### src/pkg/wpr_pkg.sv
// Purpose: shared constants and types of the wiper position register block
// Assumes: one 7-bit wiper register, 128 taps, byte framing of 8 bits plus ack
// Notes:   the phase type is driven by the two-wire protocol engine outside
package wpr_pkg;

  // wiper register and tap array
  localparam int          WPR_WIPER_W     = 7;
  localparam int          WPR_TAP_COUNT   = 128;
  localparam logic [6:0]  WPR_WIPER_RESET = 7'h40;   // midscale after power-up
  localparam logic [6:0]  WPR_WIPER_LOW   = 7'h00;   // tap nearest the low terminal
  localparam logic [6:0]  WPR_WIPER_HIGH  = 7'h7f;   // tap nearest the high terminal

  // register address that reaches the wiper register
  localparam logic [7:0]  WPR_ADDR_WIPER  = 8'h00;

  // bit slots inside one byte frame, counted in serial clock falling edges
  localparam logic [3:0]  WPR_SLOT_FIRST  = 4'h0;
  localparam logic [3:0]  WPR_SLOT_LSB    = 4'h7;    // slot of the eighth data bit
  localparam logic [3:0]  WPR_SLOT_ACK    = 4'h8;    // ninth clock, acknowledge
  localparam logic [3:0]  WPR_SLOT_STEP   = 4'h1;

  // reset values of the serial side
  localparam logic [7:0]  WPR_SHIFT_RESET = 8'h00;
  localparam logic        WPR_SDA_LOW     = 1'b0;    // open-drain pin only pulls low

  // kind of byte the protocol engine says is on the wire
  typedef enum logic [3:0] {
    WPR_PH_IDLE  = 4'b0001,
    WPR_PH_ADDR  = 4'b0010,
    WPR_PH_WDATA = 4'b0100,
    WPR_PH_RDATA = 4'b1000
  } wpr_phase_type;

  // read transmitter state
  typedef enum logic [1:0] {
    WPR_RD_SEND = 2'b01,
    WPR_RD_HALT = 2'b10
  } wpr_rd_type;

endpackage

### src/pkg/wpr_tap_if.sv
// Purpose: carries the wiper code to the tap decoder and its selects back
// Assumes: one clock domain
// Notes:   the select vector is registered inside the decoder
`timescale 1ns/1ns
`default_nettype none
interface wpr_tap_if;
  import wpr_pkg::*;

  logic [WPR_WIPER_W-1:0]   code;
  logic [WPR_TAP_COUNT-1:0] sel;

  modport ctrl (output code, input sel);
  modport dec  (input code, output sel);
endinterface
`default_nettype wire

### src/verilog/wpr_tap_decoder.sv
// Purpose: one-hot decode of the wiper code onto the tap switches
// Assumes: code is a registered value
// Notes:   registered so switch gates never see decode glitches
`timescale 1ns/1ns
`default_nettype none
module wpr_tap_decoder
  import wpr_pkg::*;
(
  // clock and reset
  input  wire logic i_clk,
  input  wire logic i_rst,
  // code in, selects out
  wpr_tap_if.dec    tap
);

  // exactly one select high; code n closes switch n, code 0 is the low end
  always_ff @(posedge i_clk or posedge i_rst) begin
    if (i_rst) begin
      tap.sel <= {{(WPR_TAP_COUNT-1){1'b0}}, 1'b1} << WPR_WIPER_RESET;
    end else begin
      tap.sel <= {{(WPR_TAP_COUNT-1){1'b0}}, 1'b1} << tap.code;
    end
  end

endmodule
`default_nettype wire

### src/verilog/wpr_wiper_reg.sv
// Purpose: wiper position register with its serial byte shifter and tap decode
// Assumes: scl and sda are already synchronous; the protocol engine outside
//          detects start/stop, checks the identification byte and tells this
//          block through i_phase which byte comes next
// Notes:   i_phase must go to its new value only while scl is low, after the
//          falling edge that ends the previous ack slot
`timescale 1ns/1ns
`default_nettype none
module wpr_wiper_reg
  import wpr_pkg::*;
(
  // clock and reset
  input  wire logic                     i_clk,
  input  wire logic                     i_rst,
  // two-wire pins, open drain
  input  wire logic                     i_scl,
  input  wire logic                     i_sda,
  output logic                          o_sda,
  output logic                          o_sda_oe,
  // from the protocol engine
  input  wire wpr_phase_type            i_phase,
  // status toward the protocol engine
  output logic                          o_addr_ok,
  output logic                          o_wr_strobe,
  output logic                          o_rd_halted,
  // analog side
  output logic [WPR_WIPER_W-1:0]        o_wiper,
  output logic [WPR_TAP_COUNT-1:0]      o_tap_sel
);

  logic                   scl_r;
  logic                   scl_rise;
  logic                   scl_fall;
  logic [3:0]             slot_r;
  logic [7:0]             shift_r;
  logic [7:0]             rd_byte;
  logic                   addr_ok_r;
  logic [WPR_WIPER_W-1:0] wiper_r;
  logic                   wr_strobe_r;
  wpr_rd_type             rd_state_r;
  logic                   rd_halted_r;
  logic                   sda_oe_r;
  logic                   sda_oe_nxt;
  logic                   sda_r;
  logic                   byte_active;

  wpr_tap_if tap ();

  // serial clock edge detect; scl is taken as already synchronous
  always_ff @(posedge i_clk or posedge i_rst) begin
    if (i_rst) begin
      scl_r <= 1'b1;
    end else begin
      scl_r <= i_scl;
    end
  end

  assign scl_rise = i_scl & ~scl_r;
  assign scl_fall = ~i_scl & scl_r;

  // a byte frame exists only while the engine names a byte kind
  always_comb begin
    byte_active = 1'b1;
    unique case (i_phase)
      WPR_PH_IDLE:  byte_active = 1'b0;
      WPR_PH_ADDR:  byte_active = 1'b1;
      WPR_PH_WDATA: byte_active = 1'b1;
      WPR_PH_RDATA: byte_active = 1'b1;
      default:      byte_active = 1'b0;  // illegal code from outside is treated as idle
    endcase
  end

  // slot counter: eight data slots then the ack slot, advanced on scl falls
  always_ff @(posedge i_clk or posedge i_rst) begin
    if (i_rst) begin
      slot_r <= WPR_SLOT_FIRST;
    end else if (!byte_active) begin
      slot_r <= WPR_SLOT_FIRST;
    end else if (scl_fall) begin
      if (slot_r == WPR_SLOT_ACK) begin
        slot_r <= WPR_SLOT_FIRST;
      end else begin
        slot_r <= slot_r + WPR_SLOT_STEP;
      end
    end
  end

  // receive shifter, first bit lands in bit 7
  always_ff @(posedge i_clk or posedge i_rst) begin
    if (i_rst) begin
      shift_r <= WPR_SHIFT_RESET;
    end else if (byte_active && scl_rise && slot_r != WPR_SLOT_ACK) begin
      shift_r <= {shift_r[6:0], i_sda};
    end
  end

  // address check at the fall that ends the address byte; kept for a later read
  always_ff @(posedge i_clk or posedge i_rst) begin
    if (i_rst) begin
      addr_ok_r <= 1'b0;
    end else if (i_phase == WPR_PH_ADDR && scl_fall && slot_r == WPR_SLOT_LSB) begin
      addr_ok_r <= (shift_r == WPR_ADDR_WIPER);
    end
  end

  // wiper register: loaded on the fall of the data byte's last bit; the top
  // bit of the data byte has no storage and is dropped
  always_ff @(posedge i_clk or posedge i_rst) begin
    if (i_rst) begin
      wiper_r     <= WPR_WIPER_RESET;
      wr_strobe_r <= 1'b0;
    end else begin
      wr_strobe_r <= 1'b0;
      if (i_phase == WPR_PH_WDATA && scl_fall && slot_r == WPR_SLOT_LSB && addr_ok_r) begin
        wiper_r     <= shift_r[WPR_WIPER_W-1:0];
        wr_strobe_r <= 1'b1;
      end
    end
  end

  // byte sent in a read: the register sits in the low bits, bit 7 reads zero
  assign rd_byte = {1'b0, wiper_r};

  // read transmitter: a no-ack from the host halts it until the phase ends;
  // the halted flag is its own flop so the status port needs no decode
  always_ff @(posedge i_clk or posedge i_rst) begin
    if (i_rst) begin
      rd_state_r  <= WPR_RD_SEND;
      rd_halted_r <= 1'b0;
    end else if (i_phase != WPR_PH_RDATA) begin
      rd_state_r  <= WPR_RD_SEND;
      rd_halted_r <= 1'b0;
    end else begin
      unique case (rd_state_r)
        WPR_RD_SEND: begin
          if (scl_rise && slot_r == WPR_SLOT_ACK && i_sda) begin
            rd_state_r  <= WPR_RD_HALT;
            rd_halted_r <= 1'b1;
          end
        end
        WPR_RD_HALT: begin
          rd_state_r  <= WPR_RD_HALT;
          rd_halted_r <= 1'b1;
        end
        default: begin
          rd_state_r  <= WPR_RD_SEND;
          rd_halted_r <= 1'b0;
        end
      endcase
    end
  end

  // pin drive: ack slots after a good address or write, data bits in a read.
  // the pin is only ever pulled low, so a one is sent by releasing it
  always_comb begin
    sda_oe_nxt = 1'b0;
    unique case (i_phase)
      WPR_PH_IDLE: begin
        sda_oe_nxt = 1'b0;
      end
      WPR_PH_ADDR: begin
        sda_oe_nxt = (slot_r == WPR_SLOT_ACK) && (shift_r == WPR_ADDR_WIPER) && addr_ok_r;
      end
      WPR_PH_WDATA: begin
        sda_oe_nxt = (slot_r == WPR_SLOT_ACK) && addr_ok_r;
      end
      WPR_PH_RDATA: begin
        if (slot_r != WPR_SLOT_ACK && rd_state_r == WPR_RD_SEND && addr_ok_r) begin
          sda_oe_nxt = ~rd_byte[3'(WPR_SLOT_LSB - slot_r)];
        end
      end
      default: begin
        sda_oe_nxt = 1'b0;
      end
    endcase
  end

  // registered drive: two system clocks behind the scl fall, far inside scl low
  always_ff @(posedge i_clk or posedge i_rst) begin
    if (i_rst) begin
      sda_oe_r <= 1'b0;
      sda_r    <= WPR_SDA_LOW;
    end else begin
      sda_oe_r <= sda_oe_nxt;
      sda_r    <= WPR_SDA_LOW;
    end
  end

  assign tap.code = wiper_r;

  // one-hot tap decode
  wpr_tap_decoder u_dec (
    .i_clk (i_clk),
    .i_rst (i_rst),
    .tap   (tap)
  );

  // outputs
  assign o_sda       = sda_r;
  assign o_sda_oe    = sda_oe_r;
  assign o_addr_ok   = addr_ok_r;
  assign o_wr_strobe = wr_strobe_r;
  assign o_rd_halted = rd_halted_r;
  assign o_wiper     = wiper_r;
  assign o_tap_sel   = tap.sel;

endmodule
`default_nettype wire
### config.mk
export PLATFORM = sky130hd
export DESIGN_NAME = wpr_wiper_reg
export DESIGN_NICKNAME = d
export VERILOG_FILES = /design/src/pkg/wpr_pkg.sv /design/src/pkg/wpr_tap_if.sv /design/src/verilog/wpr_tap_decoder.sv /design/src/verilog/wpr_wiper_reg.sv
export SDC_FILE = /design/constraint.sdc
export NUM_CORES = 1
export LEC_CHECK = 0
export BUFFER_PORTS_ARGS = -buffer_cell sky130_fd_sc_hd__buf_2
export CAP_MARGIN = 0
export CORE_MARGIN = 2
export CORE_UTILIZATION = 25
export DETAILED_ROUTE_END_ITERATION = 8
export PLACE_DENSITY_LB_ADDON = 0.15
export SETUP_SLACK_MARGIN = 0.4
export SLEW_MARGIN = 20
export SYNTH_ARGS = -nofsm -noshare
export SYNTH_HDL_FRONTEND = slang
export SYNTH_SLANG_ARGS = --single-unit
### constraint.sdc
create_clock -name i_clk -period 5.4 [get_ports i_clk]
set_input_delay 1.62 -clock i_clk [delete_from_list [all_inputs] [get_ports i_clk]]
set_output_delay 1.62 -clock i_clk [all_outputs]
set_load 0.02 [all_outputs]
==> results of run 1 <==
[routing by layer]
layer | vias up | track usage (%)
met3 | 18 | 3.735
met2 | 105 | 21.40
met4 | 0 | 4.808
met5 | - | 0
met1 | 1678 | 16.79
li1 | 1596 | -
[tightest hold or removal path: stages (launching register included)]
cell     delay, ps
dfstp_2        370
inv_1           40
mux2i_1         60
[cell usage after synthesis, types with 2 or more instances]
master	count	area share, %
or3b_1	2	0.34
nor4b_2	2	0.58
inv_1	8	0.58
nand3b_1	5	0.73
buf_2	6	0.58
or3_1	2	0.24
a21oi_1	5	0.48
mux2i_1	4	0.78
nor3_1	3	0.29
nand3_1	9	0.87
nand2_1	13	0.94
nor2b_1	6	0.73
dfrtp_1	149	72
a211oi_1	2	0.29
nand2b_1	2	0.24
dfstp_2	4	2.0
ha_1	3	0.73
nor2_1	135	9.8
clkbuf_1	14	1.0
mux2_2	18	3.9
or4_1	2	0.29
[per-stage QoR]
stage | util, % | hold WS (ps) | cell area [um2] | instances
after floorplan | - | 450.2 | 5170 | 408
after global placement | 30.52 | 464.2 | 6176 | 805
after detailed placement | 30.52 | 482.9 | 6176 | 805
after CTS | 33.46 | 492.2 | 6770 | 837
after global routing | 33.46 | 501.5 | 6770 | 837
final | 33.46 | 482.3 | 6770 | 837
[worst paths after layout]
kind / depth (start not counted) / start / end
max: 1 / o_wiper[1] / o_wiper[1]
min: 2 / rd_state_r[0] / rd_state_r[0]
max reg2reg: 6 / slot_r[1] / shift_r[4]
min reg2reg: 2 / rd_state_r[0] / rd_state_r[0]
max in group asynchronous: 3 / i_rst / u_dec.tap.sel[23]
min in group asynchronous: 3 / i_rst / u_dec.tap.sel[67]
[kinds of logic (layout without fill, tap and decap cells)]
family,Yosys count,after routing,share of synthesized area (%)
compound gates,12,12,1.671
xor+xnor,1,1,0.1696
fa+ha+maj,3,3,0.7266
buf+inv,29,188,2.325
flops,153,153,74.21
mux,22,22,4.698
other cells,1,1,0.07259
simple gates,187,187,16.13
[area by class of cell]
class | count | area (um2) | area share, %
timing repair buffer | 148 | 758.2 | 11.20
clock inverter | 15 | 168.9 | 2.495
clock buffer | 17 | 425.4 | 6.283
multi-input combinational | 226 | 1212 | 17.91
inverter | 8 | 33.78 | 0.4990
sequential | 153 | 3834 | 56.63
tap | 270 | 337.8 | 4.990
[registers in the layout (all words and copies together), names as in the netlist]
| name | flops |
|---|---|
| o_wr_strobe | 1 |
| slot_r | 4 |
| rd_state_r | 2 |
| u_dec.tap.sel | 128 |
| shift_r | 8 |
| o_wiper | 7 |
| scl_r | 1 |
| o_sda_oe | 1 |
| o_addr_ok | 1 |
[cells in the final DEF, fill, tap and decap left out, types with 4 or more instances in the layout]
| cell | count |
|---|---|
| a21oi_1 | 5 |
| buf_2 | 146 |
| clkbuf_16 | 17 |
| clkinv_4 | 5 |
| clkinvlp_4 | 4 |
| dfrtp_1 | 149 |
| dfstp_2 | 4 |
| inv_1 | 7 |
| mux2_2 | 18 |
| mux2i_1 | 4 |
| nand2_1 | 13 |
| nand3_1 | 9 |
| nand3b_1 | 5 |
| nor2_1 | 135 |
| nor2b_1 | 6 |
[power by group through the flow]
stage | sequential (uW) | combinational [uW] | clock [uW]
6_report | 1180 | 64.4 | 1180
5_1_grt | 1180 | 74.4 | 1260
4_1_cts | 1180 | 68.0 | 1210
3_5_place_dp | 1200 | 67.7 | 0
3_3_place_gp | 1200 | 65.4 | 0
2_1_floorplan | 1190 | 48.5 | 0
==> results.md, run 1 <==
* Worst-Margin Slew at 853.9 ps
* ANT nets after route at 0
* Prevailing post-synth register cell: dfrtp_1
* Fillers at 2036
* Syn Nets at 419
* Crit Path Max Fanout at 10
* Max Slew Vio Count at 0
* Final Hold Viols at 0
* Antenna violations before repair at 0
* Peak supply drop at 216.4 uV
* WP data required at 3780 ps
* Setup-failing EPs final at 0
* Post-detail-place hpwl at 9430 um
* Cell family with most CP delay: flip-flops
* CTS tree: built
* Int Pwr at 1878 uW
* Synthesized area at 5166 um2
* Clock share of power at 48.7%
* Area delta synth->final at 31.05%
* Max clock buf depth at 2
* DP Worst Slack at 2441 ps
* Comb pwr share at 2.7%
* Number of clock sinks at 153
* Detail-routed via count per cell at 4.059
* Root Buffer: clkbuf_16
* Status: complete, no violations
* Critical path class: flop to output pin
* Cts repair resizes at 0
* Total grt overflow at 0
* Die Span Y at 147.8 um
* Fin nets at 565
* Post-layout power at 2424 uW
* Initial DRC Count at 113
* Initial Util at 25.53%
* Layout cells sized above 1 at 37.04%
* Inserted Diodes at 0
* Post-Route WL at 13820 um
* Core area at 20230 um2
* Fraction of registers with async set/reset at 100.0%
* Synthesized instance count at 408
* Vias at 3397
* Horiz. Die Dim at 147.8 um
* Synth Register Bits at 153
* Max H-tree Level at 4
* Pin count of the biggest net entering global routing at 106
* GP Congestion at 0.7349
* Worst setup margin at 2498 ps
* Crit-path cells: buf_2
* Met3 WL post-DR at 776 um
* P_leak at 0.003595 uW
* Switching share of power at 22.53%
* Port bufs at 146
* Max-cap violations at 0
* Worst Skew at 4.502 ps
* Relative slew slack at 42.90%
* Worst path arrival time at 1280 ps
* CTS Buf Count at 17
* Max layer used: met4
* CP startpoint kind: flop
* Tot GR Track Use at 13.16%
* Post-CTS Hold Buffers at 0
* Final worst-path cycle share at 53.74%
* Slowest-stage cell, CP: dfrtp_1
* Post-synth cell types at 35
* Drt drc at 0
* Clk Latency, worst-skew pair at 410 ps
* Number of flops mapped to enable cells by yosys at 0
* Warnings from Yosys at 0
* Period minus WS final at 2902 ps
* Crit path largest cell delay at 610 ps
* R2R Setup Slk at 3590 ps
* # rows at 52
* Wire length per cell at 16.51 um
* Avg Inst Size Synth at 12.66 um2
* Die footprint at 21830 um2
* DRT met1 WL at 6105 um
* Vias in the first global route at 3625
* Psw at 546.2 uW
* I/O pin cnt at 148
* CTS clock-pin slew for the worst setup and hold paths at 60 ps
* Register area share after synthesis at 74.21%
* Setup_tns at 0 ps
* CP endpoint kind: output pin
* P per Cell Area at 358.1 nW/um2
* Post-CTS Setup Repair Bufs at 0
* CP Buf/Inv Count at 1
* Fmax at 0.3446 GHz
* Hold crit path type: flop to flop
* Met2 wire length at 6707 um
* Setup repair after global routing missed its margin: no
* Drt pass-1 iters at 4
* First-pass GRT wire length at 21440 um
* Reg power frac at 48.6%
Note: power is estimated with default switching activity, not from simulation.
==> run 2, diff against run 1 <==
==> constraint.sdc (replaced) <==
create_clock -name i_clk -period 2.72 [get_ports i_clk]
set_input_delay 0.816 -clock i_clk [delete_from_list [all_inputs] [get_ports i_clk]]
set_output_delay 0.816 -clock i_clk [all_outputs]
set_load 0.02 [all_outputs]
==> run 2 against run 1 <==
  * Clock skew grew 3.9 ps
  * Critical path type unchanged
  * Utilization up 0.22 points
  * Count of clock-buffer cells in the layout unchanged
  * Highest routed layer unchanged
  * Non-clock buffer count is 1 higher
==> results.md, run 2 (synthesized netlist as in run 1, its figures left out) <==
* Post-Route WL at 13740 um (-0.54%)
* Crit-path cells: buf_2
* Worst Skew at 8.436 ps (+3.934 ps)
* Peak supply drop at 390.8 uV (+81%)
* Max-cap violations at 0 (unchanged)
* Max FFs per register at 128 (unchanged)
* Total grt overflow at 0 (unchanged)
* Fin nets at 566 (+0.18%)
* Post-CTS Hold Buffers at 0 (unchanged)
* Commonest non-fill, non-tap cell in the layout: dfrtp_1
* Post-layout power at 4893 uW (+100%)
* # rows at 52 (unchanged)
* Pin count of the biggest net entering global routing at 57 (-46%)
* Worst-Margin Slew at 842.1 ps (-11.77 ps)
* Worst path arrival time at 1290 ps (about the same)
* Area delta synth->final at 31.90%
* Max H-tree Level at 4 (unchanged)
* GP Congestion at 0.7338 (-0.15%)
* Non-Filler Instances at 838 (+0.12%)
* WP data required at 1900 ps (-1880 ps)
* DRT met1 WL at 6169 um (+1.0%)
* Inserted Diodes at 0 (unchanged)
* Final Hold Viols at 0 (unchanged)
* Horiz. Die Dim at 147.8 um (unchanged)
* CTS tree: built
* Crit path largest cell delay at 650 ps (+40 ps)
* Die Span Y at 147.8 um (unchanged)
* Clk Latency, worst-skew pair at 430 ps (+20 ps)
* Max clock buf depth at 2 (unchanged)
* Core area at 20230 um2 (unchanged)
* Antenna violations before repair at 0 (unchanged)
* Met2 wire length at 6628 um (-1.2%)
* Vias at 3401 (+0.12%)
* Setup_tns at 0 ps (unchanged)
* Tot GR Track Use at 13.37% (+0.22 points)
* Setup-failing EPs final at 0 (unchanged)
* Fmax at 0.4741 GHz
* Number of clock sinks at 153 (unchanged)
* Max layer used: met4
* CP endpoint kind: output pin
* Post-CTS Setup Repair Bufs at 0 (unchanged)
* Cts repair resizes at 0 (unchanged)
* Slowest-stage cell, CP: dfstp_2
* Relative slew slack at 43.70% (+0.80 points)
* Util after Layout at 33.68% (+0.22 points)
* I/O pin cnt at 148 (unchanged)
* CTS clock-pin slew for the worst setup and hold paths at 60 ps (about the same)
* Drt drc at 0 (unchanged)
* Crit Path Max Fanout at 10 (unchanged)
* Root Buffer: clkbuf_16
* Port bufs at 146 (unchanged)
* First-pass GRT wire length at 21600 um (+0.74%)
* CP Buf/Inv Count at 1 (unchanged)
* Final worst-path cycle share at 77.55%
* Met3 WL post-DR at 713 um (-8.1%)
* Vias in the first global route at 3672 (+1.3%)
* Hold crit path type: input port to async pin
* Placed Cells at 806 (+0.12%)
* Critical path class: flop to output pin
* ANT nets after route at 0 (unchanged)
* Period minus WS final at 2109 ps
* P per Cell Area at 718.1 nW/um2 (+100%)
* Most frequent cells in the layout: dfrtp_1 (149), buf_2 (146), nor2_1 (135), mux2_2 (18), clkbuf_16 (17)
* Initial Util at 25.53% (unchanged)
* Most flops, register: u_dec.tap.sel
* Status: complete, no violations
* Setup repair after global routing missed its margin: no
* CP startpoint kind: flop
* Detail-routed via count per cell at 4.058 (about the same)
* Max Slew Vio Count at 0 (unchanged)
* CTS Buf Count at 17 (unchanged)
* P_leak at 0.003622 uW (+0.76%)
* Wire length per cell at 16.40 um (-0.66%)
* Post-detail-place hpwl at 9487 um (+0.60%)
* Layout cells sized above 1 at 37.15% (+0.11 points)
* Initial DRC Count at 109 (-3.5%)
* Drt pass-1 iters at 4 (unchanged)
* Cell family with most CP delay: flip-flops
* Die footprint at 21830 um2 (unchanged)
run 2: area by class of cell:
| cell class | count | area (um2) |
|---|---|---|
| Sequential cell | 153 | 3834 |
| Timing Repair Buffer | 149 | 790.8 |
| Tap cell | 270 | 337.8 |
| Fill cell | 2023 | 13420 |
| Clock inverter | 15 | 180.2 |
| Clock buffer | 17 | 425.4 |
| Multi-Input combinational cell | 226 | 1212 |
| Inverter | 8 | 33.78 |
run 2: report_power, final:
part | switching (uW) | internal, uW
Sequential | 30.4 | 2310
Clock | 1030 | 1390
Combinational | 80.8 | 53.8
run 2: path summary, 6_finish.rpt:
kind,from,endpoint,slack (ps),cells past startpoint
worst max-delay path,o_wiper[6],o_wiper[6],610,1
worst min-delay path,i_rst,u_dec.tap.sel[0],450,2
worst max register to register,slot_r[1],shift_r[1],930,6
worst min register to register,rd_state_r[0],rd_state_r[0],480,2
max in group asynchronous,i_rst,u_dec.tap.sel[64],1590,3
min in group i_clk,rd_state_r[0],rd_state_r[0],480,2
run 2: layer usage:
metal / global-route usage [%] / up-vias
met5: 0 / -
met4: 5.144 / 0
met3: 3.858 / 19
met2: 21.67 / 102
met1: 16.98 / 1685
li1: - / 1595
run 2: through the flow:
| stage | setup slack, ps | cell area, um2 | hold slack (ps) |
|---|---|---|---|
| finish | 610.6 | 6814 | 447.4 |
| global route | 561.6 | 6814 | 464.5 |
| CTS | 588.8 | 6814 | 445.6 |
| detailed placement | 520.5 | 6208 | 471.4 |
| global placement | 587.2 | 6208 | 464.6 |
| floorplan | -23.66 | 5170 | 450.2 |
==> run 3, diff against run 2 <==
==> constraint.sdc (replaced) <==
create_clock -name i_clk -period 2 [get_ports i_clk]
set_input_delay 0.6 -clock i_clk [delete_from_list [all_inputs] [get_ports i_clk]]
set_output_delay 0.6 -clock i_clk [all_outputs]
set_load 0.02 [all_outputs]
==> run 3 against run 2 <==
  * Clock skew is 5.5 ps higher
  * Combinational power is 90% higher
  * Hold slack worse by 320 ps
  * Design area is 7.7% higher
  * Register-to-register slack worse by 540 ps
  * Utilization is 2.6 points higher
  * Sequential power is 36% higher
  * Largest power group is now registers
  * Routed wire length is 6.8% higher
==> results.md, run 3 (synthesized netlist as in run 1, its figures left out) <==
* Status: complete, no violations
* Number of clock sinks at 153 (unchanged)
* P per Cell Area at 895.5 nW/um2 (+25%)
* First-pass GRT wire length at 22330 um (+3.4%)
* Fmax at 0.5942 GHz
* P_leak at 0.003825 uW (+5.6%)
* Min Hold Slack at 124.1 ps (-323.3 ps)
* Fillers at 2026 (+0.15%)
* CP startpoint kind: flop
* Total grt overflow at 0 (unchanged)
* Vias at 3604 (+6.0%)
* Crit-path cells: buf_6
* Core area at 20230 um2 (unchanged)
* Setup repair after global routing missed its margin: yes
* Fin nets at 603 (+6.5%)
* Max clock buf depth at 2 (unchanged)
* Slowest-stage cell, CP: dfstp_2
* Max H-tree Level at 4 (unchanged)
* Crit path largest cell delay at 550 ps (-100 ps)
* CP endpoint kind: output pin
* Critical path class: flop to output pin
* Most frequent cells in the layout: dfrtp_1 (140), nor2_1 (133), buf_2 (132), buf_4 (35), clkbuf_16 (17)
* Clk Latency, worst-skew pair at 430 ps (about the same)
* Max-cap violations at 0 (unchanged)
* ANT nets after route at 0 (unchanged)
* Die Span Y at 147.8 um (unchanged)
* Switching share of power at 23.51% (+0.21 points)
* Initial Util at 25.53% (unchanged)
* Vias in the first global route at 3718 (+1.3%)
* GP Congestion at 0.7778 (+6.0%)
* Root Buffer: clkbuf_16
* Final Cell Area at 7341 um2 (+7.7%)
* Pin count of the biggest net entering global routing at 72 (+26%)
* Area delta synth->final at 42.09%
* Commonest non-fill, non-tap cell in the layout: dfrtp_1
* Psw at 1545 uW (+36%)
* Detail-routed via count per cell at 4.119 (+1.5%)
* Final Hold Viols at 0 (unchanged)
* Setup-failing EPs final at 0 (unchanged)
* # rows at 52 (unchanged)
* Reg power frac at 48.6% (+0.8 points)
* CTS Buf Count at 17 (unchanged)
* Antenna violations before repair at 0 (unchanged)
* Max FFs per register at 128 (unchanged)
* Die footprint at 21830 um2 (unchanged)
* Clock share of power at 47.5% (-1.9 points)
* Crit Path Max Fanout at 2 (-8)
* Comb pwr share at 3.9% (+1.1 points)
* Final worst-path cycle share at 84.15%
* Int Pwr at 5028 uW (+34%)
* Cell family with most CP delay: flip-flops
* Drt pass-1 iters at 4 (unchanged)
* Most flops, register: u_dec.tap.sel
* I/O pin cnt at 148 (unchanged)
* Initial DRC Count at 101 (-7.3%)
* Peak supply drop at 562.8 uV (+44%)
* Post-Route WL at 14680 um (+6.8%)
* Worst Skew at 13.94 ps (+5.507 ps)
* WP data required at 1400 ps (-500 ps)
* Layout cells sized above 1 at 46.12% (+9.0 points)
* Port bufs at 146 (unchanged)
* CP Buf/Inv Count at 1 (unchanged)
* Inserted Diodes at 0 (unchanged)
* Horiz. Die Dim at 147.8 um (unchanged)
* Wire length per cell at 16.78 um (+2.3%)
* Period minus WS final at 1683 ps
* Max Slew Vio Count at 0 (unchanged)
* Post-CTS Hold Buffers at 0 (unchanged)
* Worst path arrival time at 1080 ps (-210 ps)
* Tot GR Track Use at 13.91% (+0.54 points)
* CTS tree: built
* Hold crit path type: input port to async pin
* Drt drc at 0 (unchanged)
* CTS clock-pin slew for the worst setup and hold paths at 60 ps (about the same)
* Cell Area, Placed at 6359 um2 (+2.4%)
* Post-detail-place hpwl at 9939 um (+4.8%)
[run 3: final cells by class]
class                      count  area [um2]  area share [%]
inverter                       8       36.28          0.4943
clock inverter                15       156.4           2.131
tap                          270       337.8           4.602
multi-input combinational    226        1359           18.51
timing repair buffer         186        1181           16.09
clock buffer                  17       425.4           5.795
sequential                   153        3845           52.38
[run 3: worst register-to-register path: cells and delay by family (launching register included)]
kind	cells	cell delay (ps)
adders and majority gates	1	170
muxes	1	320
and+or+nand+nor	3	580
DFF	1	430
[run 3: power groups by stage]
stage	Sequential, uW	Combinational [uW]	Clock [uW]
after floorplan	3230	159	0
final	3190	256	3130
after CTS	3190	221	3200
after global placement	3240	210	0
after global routing	3200	284	3330
after detailed placement	3250	215	0
[run 3: repair_timing]
item / 4_1_cts / 5_1_grt
resized for setup: 28 / 35
buffers inserted: 18 / 5
setup endpoints to repair: 28 / 105
pin swaps: 1 / 8
cloned: 0 / 0
[run 3: final timing paths]
check	start	to	slack, ps	cells after the start
worst max-delay path	o_wiper[6]	o_wiper[6]	320	1
worst min-delay path	i_rst	u_dec.tap.sel[91]	120	2
worst max register to register	slot_r[0]	o_wiper[0]	390	5
worst min register to register	rd_state_r[0]	rd_state_r[0]	480	2
max in group asynchronous	i_rst	o_wiper[6]	1220	3
min in group i_clk	i_scl	scl_r	300	1
[run 3: layer usage]
metal / up-vias / global-route usage [%] / part of all wire, %
met3: 16 / 3.673 / 5.5
met2: 111 / 22.63 / 49
met5: - / 0 / 0
met4: 0 / 4.760 / 1.5
met1: 1807 / 18.08 / 44
li1: 1670 / - / -
[run 3: metrics by stage]
| stage | std cells | total power (uW) | util, % | setup slack [ps] | TNS [ps] |
|---|---|---|---|---|---|
| global route | 875 | 6820 | 36.28 | 280.7 | 0 |
| finish | 875 | 6574 | 36.28 | 316.9 | 0 |
| global placement | 820 | 3455 | 31.42 | 123.7 | 0 |
| floorplan | 408 | 3387 | - | -527.7 | -78870 |
| detailed placement | 820 | 3462 | 31.42 | 45.73 | 0 |
| CTS | 870 | 6614 | 35.39 | 290.6 | 0 |
